[src/verilog/p3g_regs.svh]
// Register offsets, field positions and reset values of the port block
`ifndef P3G_REGS_SVH
`define P3G_REGS_SVH

// Byte offsets on the register bus
`define P3G_OFS_DATA      8'h00
`define P3G_OFS_DIR       8'h04
`define P3G_OFS_PULLUP    8'h08
`define P3G_OFS_AIN_DIS   8'h0C
`define P3G_OFS_DATA_RMW  8'h10
`define P3G_OFS_CTRL      8'h14
`define P3G_OFS_PIN_RAW   8'h18

// Address bits that are decoded
`define P3G_ADDR_MSB      7

// Control register fields
`define P3G_CTRL_FLOAT    0
`define P3G_CTRL_A_AIDIS  1
`define P3G_CTRL_A_NSEL   2
`define P3G_CTRL_B_AIDIS  3
`define P3G_CTRL_B_NSEL   4
`define P3G_CTRL_WIDTH    5

// Reset values
`define P3G_RST_DATA      8'h00
`define P3G_RST_DIR       8'h00
`define P3G_RST_PULLUP    8'h00
`define P3G_RST_AIN_DIS   8'h00
`define P3G_RST_CTRL      5'h00

// Pin positions of the shared analog and comparator functions
`define P3G_PIN_A_NEG     0
`define P3G_PIN_A_POS     1
`define P3G_PIN_A_OUT     2
`define P3G_PIN_B_NEG     3
`define P3G_PIN_B_POS     4
`define P3G_PIN_B_OUT     5

`endif

[src/verilog/p3g_pkg.sv]
// Types shared by the port block files
`default_nettype none
package p3g_pkg;

    typedef logic [7:0] p3g_byte_t;

    typedef enum logic [1:0] {
        P3G_RESP_OKAY   = 2'b00,
        P3G_RESP_SLVERR = 2'b10
    } p3g_resp_e;

endpackage

`default_nettype wire

[src/verilog/p3g_sync2.sv]
// Two-stage synchroniser for asynchronous pin levels
`timescale 1ns/1ps
`default_nettype none

module p3g_sync2 #(
    parameter int WIDTH = 8
) (
    // Clock and reset
    input  wire logic             aclk,
    input  wire logic             aresetn,
    // Data
    input  wire logic [WIDTH-1:0] async_in,
    output logic      [WIDTH-1:0] sync_out
);

    logic [WIDTH-1:0] stage1;

    // Stage one feeds only stage two, to contain metastability
    always_ff @(posedge aclk) begin
        if (!aresetn) begin
            stage1   <= '0;
            sync_out <= '0;
        end else begin
            stage1   <= async_in;
            sync_out <= stage1;
        end
    end

endmodule

`default_nettype wire

[src/verilog/p3g_port.sv]
// Eight-pin general-purpose port with analog and comparator sharing, AXI4-Lite registers
`timescale 1ns/1ps
`default_nettype none
`include "p3g_regs.svh"

module p3g_port #(
    parameter int PINS = 8
) (
    // Clock and reset
    input  wire logic              aclk,
    input  wire logic              aresetn,
    // AXI4-Lite write address
    input  wire logic [7:0]        s_axi_awaddr,
    input  wire logic              s_axi_awvalid,
    output logic                   s_axi_awready,
    // AXI4-Lite write data
    input  wire logic [31:0]       s_axi_wdata,
    input  wire logic [3:0]        s_axi_wstrb,
    input  wire logic              s_axi_wvalid,
    output logic                   s_axi_wready,
    // AXI4-Lite write response
    output logic [1:0]             s_axi_bresp,
    output logic                   s_axi_bvalid,
    input  wire logic              s_axi_bready,
    // AXI4-Lite read address
    input  wire logic [7:0]        s_axi_araddr,
    input  wire logic              s_axi_arvalid,
    output logic                   s_axi_arready,
    // AXI4-Lite read data
    output logic [31:0]            s_axi_rdata,
    output logic [1:0]             s_axi_rresp,
    output logic                   s_axi_rvalid,
    input  wire logic              s_axi_rready,
    // Standby controller
    input  wire logic              stop_or_watch,
    // Pins
    input  wire logic [PINS-1:0]   pin_in,
    output logic      [PINS-1:0]   pin_out,
    output logic      [PINS-1:0]   pin_oe,
    output logic      [PINS-1:0]   pin_pullup_on,
    // Comparator digital outputs
    input  wire logic              cmp_a_out,
    input  wire logic              cmp_a_out_en,
    input  wire logic              cmp_b_out,
    input  wire logic              cmp_b_out_en,
    // Inputs toward on-chip peripherals
    output logic      [PINS-1:0]   periph_in,
    output logic      [PINS-1:0]   analog_in_en,
    output logic                   cmp_a_neg_in_en,
    output logic                   cmp_a_pos_in_en,
    output logic                   cmp_b_neg_in_en,
    output logic                   cmp_b_pos_in_en
);

    // Register state
    logic [PINS-1:0]              port_data_latch;
    logic [PINS-1:0]              port_direction;
    logic [PINS-1:0]              port_pullup_enable;
    logic [PINS-1:0]              analog_input_disable_low;
    logic [`P3G_CTRL_WIDTH-1:0]   ctrl;

    // Bus handshake state
    logic                         aw_held;
    logic                         w_held;
    logic [7:0]                   aw_addr;
    logic [31:0]                  w_data;
    logic [3:0]                   w_strb;

    // Synchronised pin levels
    logic [PINS-1:0]              pin_sync;

    // Pin levels cross into aclk here; no logic reads pin_in itself
    p3g_sync2 #(
        .WIDTH (PINS)
    ) u_sync (
        .aclk     (aclk),
        .aresetn  (aresetn),
        .async_in (pin_in),
        .sync_out (pin_sync)
    );

    // Control fields
    wire standby_pin_float     = ctrl[`P3G_CTRL_FLOAT];
    wire cmp_a_analog_in_dis   = ctrl[`P3G_CTRL_A_AIDIS];
    wire cmp_a_neg_source_sel  = ctrl[`P3G_CTRL_A_NSEL];
    wire cmp_b_analog_in_dis   = ctrl[`P3G_CTRL_B_AIDIS];
    wire cmp_b_neg_source_sel  = ctrl[`P3G_CTRL_B_NSEL];

    // Pins float only while standby is active and float is selected
    // Float overrides both the direction bit and any peripheral takeover
    wire pins_floated = standby_pin_float & stop_or_watch;

    // Peripheral output takeover per pin; only the comparator output pins have one
    logic [PINS-1:0] periph_oe;
    logic [PINS-1:0] periph_val;

    always_comb begin
        periph_oe                = '0;
        periph_val               = '0;
        periph_oe[`P3G_PIN_A_OUT]  = cmp_a_out_en;
        periph_val[`P3G_PIN_A_OUT] = cmp_a_out;
        periph_oe[`P3G_PIN_B_OUT]  = cmp_b_out_en;
        periph_val[`P3G_PIN_B_OUT] = cmp_b_out;
    end

    // Pin drive, bit n of each register steering pin n
    wire [PINS-1:0] drive_en  = periph_oe | port_direction;
    wire [PINS-1:0] drive_val = (periph_oe & periph_val) | (~periph_oe & port_data_latch);

    wire [PINS-1:0] next_pin_oe  = pins_floated ? '0 : drive_en;
    wire [PINS-1:0] next_pin_out = drive_val & next_pin_oe;
    // Pull-up drops out whenever the pin drives low; floated pins lose it too
    wire [PINS-1:0] next_pullup  = port_pullup_enable & ~(next_pin_oe & ~drive_val)
                                   & {PINS{~pins_floated}};

    // Digital input gate: analog disable must be set, and standby float blocks it low
    wire [PINS-1:0] digital_in_en = analog_input_disable_low & {PINS{~pins_floated}};
    wire [PINS-1:0] gated_in      = pin_sync & digital_in_en;

    wire [PINS-1:0] next_analog_en = ~analog_input_disable_low & {PINS{~pins_floated}};

    // Comparator input enables are independent of data latch and direction
    wire next_cmp_a_pos = ~cmp_a_analog_in_dis;
    wire next_cmp_b_pos = ~cmp_b_analog_in_dis;
    wire next_cmp_a_neg = ~cmp_a_analog_in_dis & ~cmp_a_neg_source_sel;
    wire next_cmp_b_neg = ~cmp_b_analog_in_dis & ~cmp_b_neg_source_sel;

    // Normal data read: latch for port outputs, gated pin level otherwise (0 while the digital input gate is shut).
    // A pin taken by a peripheral reads back from the pin even with its
    // direction bit set, so software sees what is really driven.
    wire [PINS-1:0] latch_view    = port_direction & ~periph_oe;
    wire [PINS-1:0] data_read_val = (latch_view & port_data_latch)
                                    | (~latch_view & gated_in);

    // Registered outputs toward pins and peripherals
    // Every pin-side output is a flop so pad timing does not depend on the bus
    always_ff @(posedge aclk) begin
        if (!aresetn) begin
            pin_oe          <= '0;
            pin_out         <= '0;
            pin_pullup_on   <= '0;
            periph_in       <= '0;
            analog_in_en    <= '0;
            cmp_a_pos_in_en <= 1'b0;
            cmp_b_pos_in_en <= 1'b0;
            cmp_a_neg_in_en <= 1'b0;
            cmp_b_neg_in_en <= 1'b0;
        end else begin
            pin_oe          <= next_pin_oe;
            pin_out         <= next_pin_out;
            pin_pullup_on   <= next_pullup;
            periph_in       <= gated_in;
            analog_in_en    <= next_analog_en;
            cmp_a_pos_in_en <= next_cmp_a_pos;
            cmp_b_pos_in_en <= next_cmp_b_pos;
            cmp_a_neg_in_en <= next_cmp_a_neg;
            cmp_b_neg_in_en <= next_cmp_b_neg;
        end
    end

    // Write channel: address and data taken in either order, response after both
    assign s_axi_awready = ~aw_held & ~s_axi_bvalid;
    assign s_axi_wready  = ~w_held & ~s_axi_bvalid;

    wire aw_take  = s_axi_awvalid & s_axi_awready;
    wire w_take   = s_axi_wvalid & s_axi_wready;
    wire do_write = aw_held & w_held;

    wire wr_data    = do_write & (aw_addr == `P3G_OFS_DATA);
    wire wr_dir     = do_write & (aw_addr == `P3G_OFS_DIR);
    wire wr_pullup  = do_write & (aw_addr == `P3G_OFS_PULLUP);
    wire wr_ain_dis = do_write & (aw_addr == `P3G_OFS_AIN_DIS);
    wire wr_rmw     = do_write & (aw_addr == `P3G_OFS_DATA_RMW);
    wire wr_ctrl    = do_write & (aw_addr == `P3G_OFS_CTRL);
    wire wr_raw     = do_write & (aw_addr == `P3G_OFS_PIN_RAW);
    wire wr_hit     = wr_data | wr_dir | wr_pullup | wr_ain_dis | wr_rmw | wr_ctrl | wr_raw;
    wire wr_lane0   = w_strb[0];

    always_ff @(posedge aclk) begin
        if (!aresetn) begin
            aw_held <= 1'b0;
            w_held  <= 1'b0;
            aw_addr <= '0;
            w_data  <= '0;
            w_strb  <= '0;
        end else begin
            if (aw_take) begin
                aw_held <= 1'b1;
                aw_addr <= {s_axi_awaddr[`P3G_ADDR_MSB:2], 2'b00};
            end else if (do_write) begin
                aw_held <= 1'b0;
            end
            if (w_take) begin
                w_held <= 1'b1;
                w_data <= s_axi_wdata;
                w_strb <= s_axi_wstrb;
            end else if (do_write) begin
                w_held <= 1'b0;
            end
        end
    end

    always_ff @(posedge aclk) begin
        if (!aresetn) begin
            s_axi_bvalid <= 1'b0;
            s_axi_bresp  <= p3g_pkg::P3G_RESP_OKAY;
        end else if (do_write) begin
            s_axi_bvalid <= 1'b1;
            // Unmapped offsets answer SLVERR and change no register
            s_axi_bresp  <= wr_hit ? p3g_pkg::P3G_RESP_OKAY : p3g_pkg::P3G_RESP_SLVERR;
        end else if (s_axi_bready) begin
            s_axi_bvalid <= 1'b0;
        end
    end

    // Register writes; only byte lane 0 carries register bits
    // A write lands one edge after both channels are held
    always_ff @(posedge aclk) begin
        if (!aresetn) begin
            port_data_latch          <= `P3G_RST_DATA;
            port_direction           <= `P3G_RST_DIR;
            port_pullup_enable       <= `P3G_RST_PULLUP;
            analog_input_disable_low <= `P3G_RST_AIN_DIS;
            ctrl                     <= `P3G_RST_CTRL;
        end else if (wr_lane0) begin
            // Both data views store into the latch whatever the pin direction
            if (wr_data | wr_rmw) begin
                port_data_latch <= w_data[PINS-1:0];
            end
            if (wr_dir) begin
                port_direction <= w_data[PINS-1:0];
            end
            if (wr_pullup) begin
                port_pullup_enable <= w_data[PINS-1:0];
            end
            if (wr_ain_dis) begin
                analog_input_disable_low <= w_data[PINS-1:0];
            end
            if (wr_ctrl) begin
                ctrl <= w_data[`P3G_CTRL_WIDTH-1:0];
            end
        end
    end

    // Read channel: one read at a time, data registered with its valid
    // Read data stays frozen while rvalid waits for rready
    assign s_axi_arready = ~s_axi_rvalid;

    wire       ar_take = s_axi_arvalid & s_axi_arready;
    // Only word addresses are decoded; the two low address bits are ignored
    wire [7:0] ar_addr = {s_axi_araddr[`P3G_ADDR_MSB:2], 2'b00};

    wire rd_data    = (ar_addr == `P3G_OFS_DATA);
    wire rd_dir     = (ar_addr == `P3G_OFS_DIR);
    wire rd_pullup  = (ar_addr == `P3G_OFS_PULLUP);
    wire rd_ain_dis = (ar_addr == `P3G_OFS_AIN_DIS);
    wire rd_rmw     = (ar_addr == `P3G_OFS_DATA_RMW);
    wire rd_ctrl    = (ar_addr == `P3G_OFS_CTRL);
    wire rd_raw     = (ar_addr == `P3G_OFS_PIN_RAW);
    wire rd_hit     = rd_data | rd_dir | rd_pullup | rd_ain_dis | rd_rmw | rd_ctrl | rd_raw;

    // The bus cannot mark a locked cycle, so the latch-returning view sits at its own offset
    wire [31:0] next_rdata =
          ({32{rd_data}}    & {{(32-PINS){1'b0}}, data_read_val})
        | ({32{rd_rmw}}     & {{(32-PINS){1'b0}}, port_data_latch})
        | ({32{rd_dir}}     & {{(32-PINS){1'b0}}, port_direction})
        | ({32{rd_pullup}}  & {{(32-PINS){1'b0}}, port_pullup_enable})
        | ({32{rd_ain_dis}} & {{(32-PINS){1'b0}}, analog_input_disable_low})
        | ({32{rd_ctrl}}    & {{(32-`P3G_CTRL_WIDTH){1'b0}}, ctrl})
        | ({32{rd_raw}}     & {{(32-PINS){1'b0}}, pin_sync});

    always_ff @(posedge aclk) begin
        if (!aresetn) begin
            s_axi_rvalid <= 1'b0;
            s_axi_rdata  <= '0;
            s_axi_rresp  <= p3g_pkg::P3G_RESP_OKAY;
        end else if (ar_take) begin
            s_axi_rvalid <= 1'b1;
            s_axi_rdata  <= next_rdata;
            s_axi_rresp  <= rd_hit ? p3g_pkg::P3G_RESP_OKAY : p3g_pkg::P3G_RESP_SLVERR;
        end else if (s_axi_rready) begin
            s_axi_rvalid <= 1'b0;
        end
    end

endmodule

`default_nettype wire

[config.mk]
export PLATFORM = sky130hd
export DESIGN_NAME = p3g_port
export DESIGN_NICKNAME = d
export VERILOG_FILES = /design/src/verilog/p3g_pkg.sv /design/src/verilog/p3g_sync2.sv /design/src/verilog/p3g_port.sv
export VERILOG_INCLUDE_DIRS = /design/src /design/src/verilog
export SDC_FILE = /design/constraint.sdc
export NUM_CORES = 1
export LEC_CHECK = 0
export ABC_AREA = 1
export BUFFER_PORTS_ARGS = -buffer_cell sky130_fd_sc_hd__buf_2
export CAP_MARGIN = 25
export CELL_PAD_IN_SITES_DETAIL_PLACEMENT = 0
export CELL_PAD_IN_SITES_GLOBAL_PLACEMENT = 2
export CORE_MARGIN = 1.5
export CORE_UTILIZATION = 26
export DETAILED_ROUTE_END_ITERATION = 10
export GPL_TIMING_DRIVEN = 0
export HOLD_SLACK_MARGIN = 0.05
export PLACE_DENSITY = 0.8
export SLEW_MARGIN = 20
export SYNTH_ARGS = -nofsm -noshare
export SYNTH_HDL_FRONTEND = slang
export SYNTH_SLANG_ARGS = --single-unit
[constraint.sdc]
create_clock -name aclk -period 3.14 [get_ports aclk]
set_input_delay 0.628 -clock aclk [delete_from_list [all_inputs] [get_ports aclk]]
set_output_delay 0.628 -clock aclk [all_outputs]
set_load 0.1 [all_outputs]
==> metrics.txt <==
ANT nets after route=0; Cells after Synth=650; Layout Nets=865; site row count=50; Startpoint Class=flip-flop; drt wl/cell=14.4 um; leakage=3.12 nW; vias=4445; die outline height=142 um; CTS tree=built; Hold Buf Count CTS=0; first-pass GRT wire length=23200 um; Synth top cells by count=dfxtp_1, nor2_1, nand2_1, inv_1, a21oi_1; GP Congestion=0.848; share of cells above drive strength 1=0.242; Power Dens Cells=640 nW/um2; post-synth top area share=0.500; Netlist cell types=39; Die X=142 um; Worst EP required=2.51 ns; number of buffers created by CTS=17; pin count of the biggest net entering global routing=17; Seq/Total Area, Yosys=0.500; All-Layer GR Usage=0.156; relative slew slack=0.472; num ports=157; WP data arrival=1.36 ns; clock tree buffer depth=2; clock-pin transition on the worst setup and hold timing paths=0.06 ns; initial antenna violation count=0; setup skew after layout=0.00919 ns; CP Launch Point=s_axi_bvalid; initial core utilization=0.268; routed wire length=15400 um; worst min-delay path class=input port to flip-flop; Mapped Area=5040 um2; fin crit period=1.99 ns; top post-synthesis cells by area=dfxtp_1, nor2_1, nand2_1, inv_1, a21oi_1; grt ovf=0; DRT Pass-1 Iters=5; status=completed; Final Hold Vio Count=0; core area=18800 um2; clock sinks=126; CP Class=flip-flop to primary output; FF-to-FF Start=ctrl[0]; fin util=0.346; Worst setup EP type=primary output; Slew Limit Fails=0; YS warnings=0; P&R area growth vs syn=29.4%; latest clock arrival within the worst-skew pair=0.42 ns; hold_sp=pin_in[1]; routed vias/inst=4.17; number of remaining DRC errors=0; Final Setup Violations=0; Slew @ Worst Pin=0.792 ns; post-cts sizing count=0; diode count=0; max_cap viols=0; H-tree depth=4; Syn Area/Cell=7.75 um2; port buffer count=99; fraction of registers with async set/reset=0; die area=20200 um2; vias in the first global route=4076; drt first-iter violations=335; RSZ-0062 raised after global routing=false; Max Clock Freq=0.503 GHz; DPL Wire Length=11700 um; Post-synth top flop=dfxtp_1; Yosys reg bits=126; Root Buffer=clkbuf_16; Synth area leader=dfxtp_1; Post-synth EDFFs=0; Worst VDD drop=353 uV; total negative slack=0 ns; fin crit share=0.633; maximum fanout along the worst path=4; setup bufs post-CTS=0
[sequential cells by signal, indices dropped and copies added (netlist names), 5 cells and up]
| signal | count |
|---|---|
| periph_in | 8 |
| port_data_latch | 8 |
| ctrl | 5 |
| pin_oe | 8 |
| port_pullup_enable | 8 |
| aw_addr | 6 |
| analog_input_disable_low | 8 |
| w_data | 8 |
| analog_in_en | 8 |
| u_sync.stage1 | 8 |
| s_axi_rdata | 8 |
| pin_out | 8 |
| pin_pullup_on | 8 |
| u_sync.sync_out | 8 |
| port_direction | 8 |
[final timing paths]
check / cells past startpoint / to / slack (ns)
worst min register to register: 2 / u_sync.sync_out[5] / 0.41
worst max register to register: 6 / analog_in_en[1] / 1.45
worst min-delay path: 3 / u_sync.stage1[1] / 0.39
worst max-delay path: 2 / s_axi_wready / 1.15
[through the flow]
stage / hold WS, ns / cells / area, um2 / total power, mW / setup WS [ns]
4_1_cts: 0.383 / 1065 / 6520 / 4.22 / 1.14
3_3_place_gp: 0.399 / 1034 / 5950 / 2.31 / 0.871
6_report: 0.394 / 1065 / 6520 / 4.17 / 1.15
2_1_floorplan: 0.390 / 675 / 5130 / 2.19 / 0.193
3_5_place_dp: 0.401 / 1034 / 5950 / 2.31 / 0.857
5_1_grt: 0.403 / 1065 / 6520 / 4.33 / 1.07
[cells in the final DEF (no fill, tap or decap), drive strengths merged]
master / n
o211ai: 1
o21a: 1
nand2: 96
inv: 74
o211a: 1
clkinv: 6
nor2: 139
conb: 26
nand3b: 1
a211oi: 11
dfxtp: 126
mux2i: 2
nand4: 13
o21ai: 39
nor3b: 1
bufinv: 2
and3: 1
buf: 136
o2111ai: 1
a21oi: 43
a31oi: 2
nor3: 14
nand3: 30
clkbuf: 38
a311oi: 1
[per-layer routing]
layer	share of wire	routed length [um]	up-vias	GRT usage
li1	-	-	2309	-
met1	0.50	7660	1963	0.220
met2	0.43	6610	152	0.230
met3	0.055	846	21	0.0360
met4	0.017	257	0	0.0559
met5	0	0	-	0
[where the power goes]
group          internal (mW)  total, mW  switching [mW]  leakage [nW]
Combinational          0.110      0.592           0.483          1.81
Sequential              1.65       1.68          0.0296          1.03
Clock                   1.22       1.90           0.675         0.281
Total                   2.98       4.17            1.19          3.12
[cell type report]
type,count,area (um2)
Inverter,76,289
Multi-Input combinational cell,423,2000
Tap cell,260,325
Buffer,50,322
Timing Repair Buffer,99,495
Sequential cell,126,2520
Clock inverter,6,83.8
Clock buffer,25,485
Fill cell,2051,12300
[cells by family after synthesis]
family                 count (synthesis)  share of synthesized area
AND/OR/NAND/NOR                      295                      0.263
multiplexers                           2                    0.00397
buffers and inverters                126                      0.121
flip-flops                           126                      0.500
other                                  1                   0.000744
AO/OA/AOI/OAI                        100                      0.111
[worst max-delay path, cell delays in order (launching register included)]
cell     delay (ns)
dfxtp_1        0.33
nor2_1         0.16
buf_2          0.45
Power figures use the tool's default switching activity.
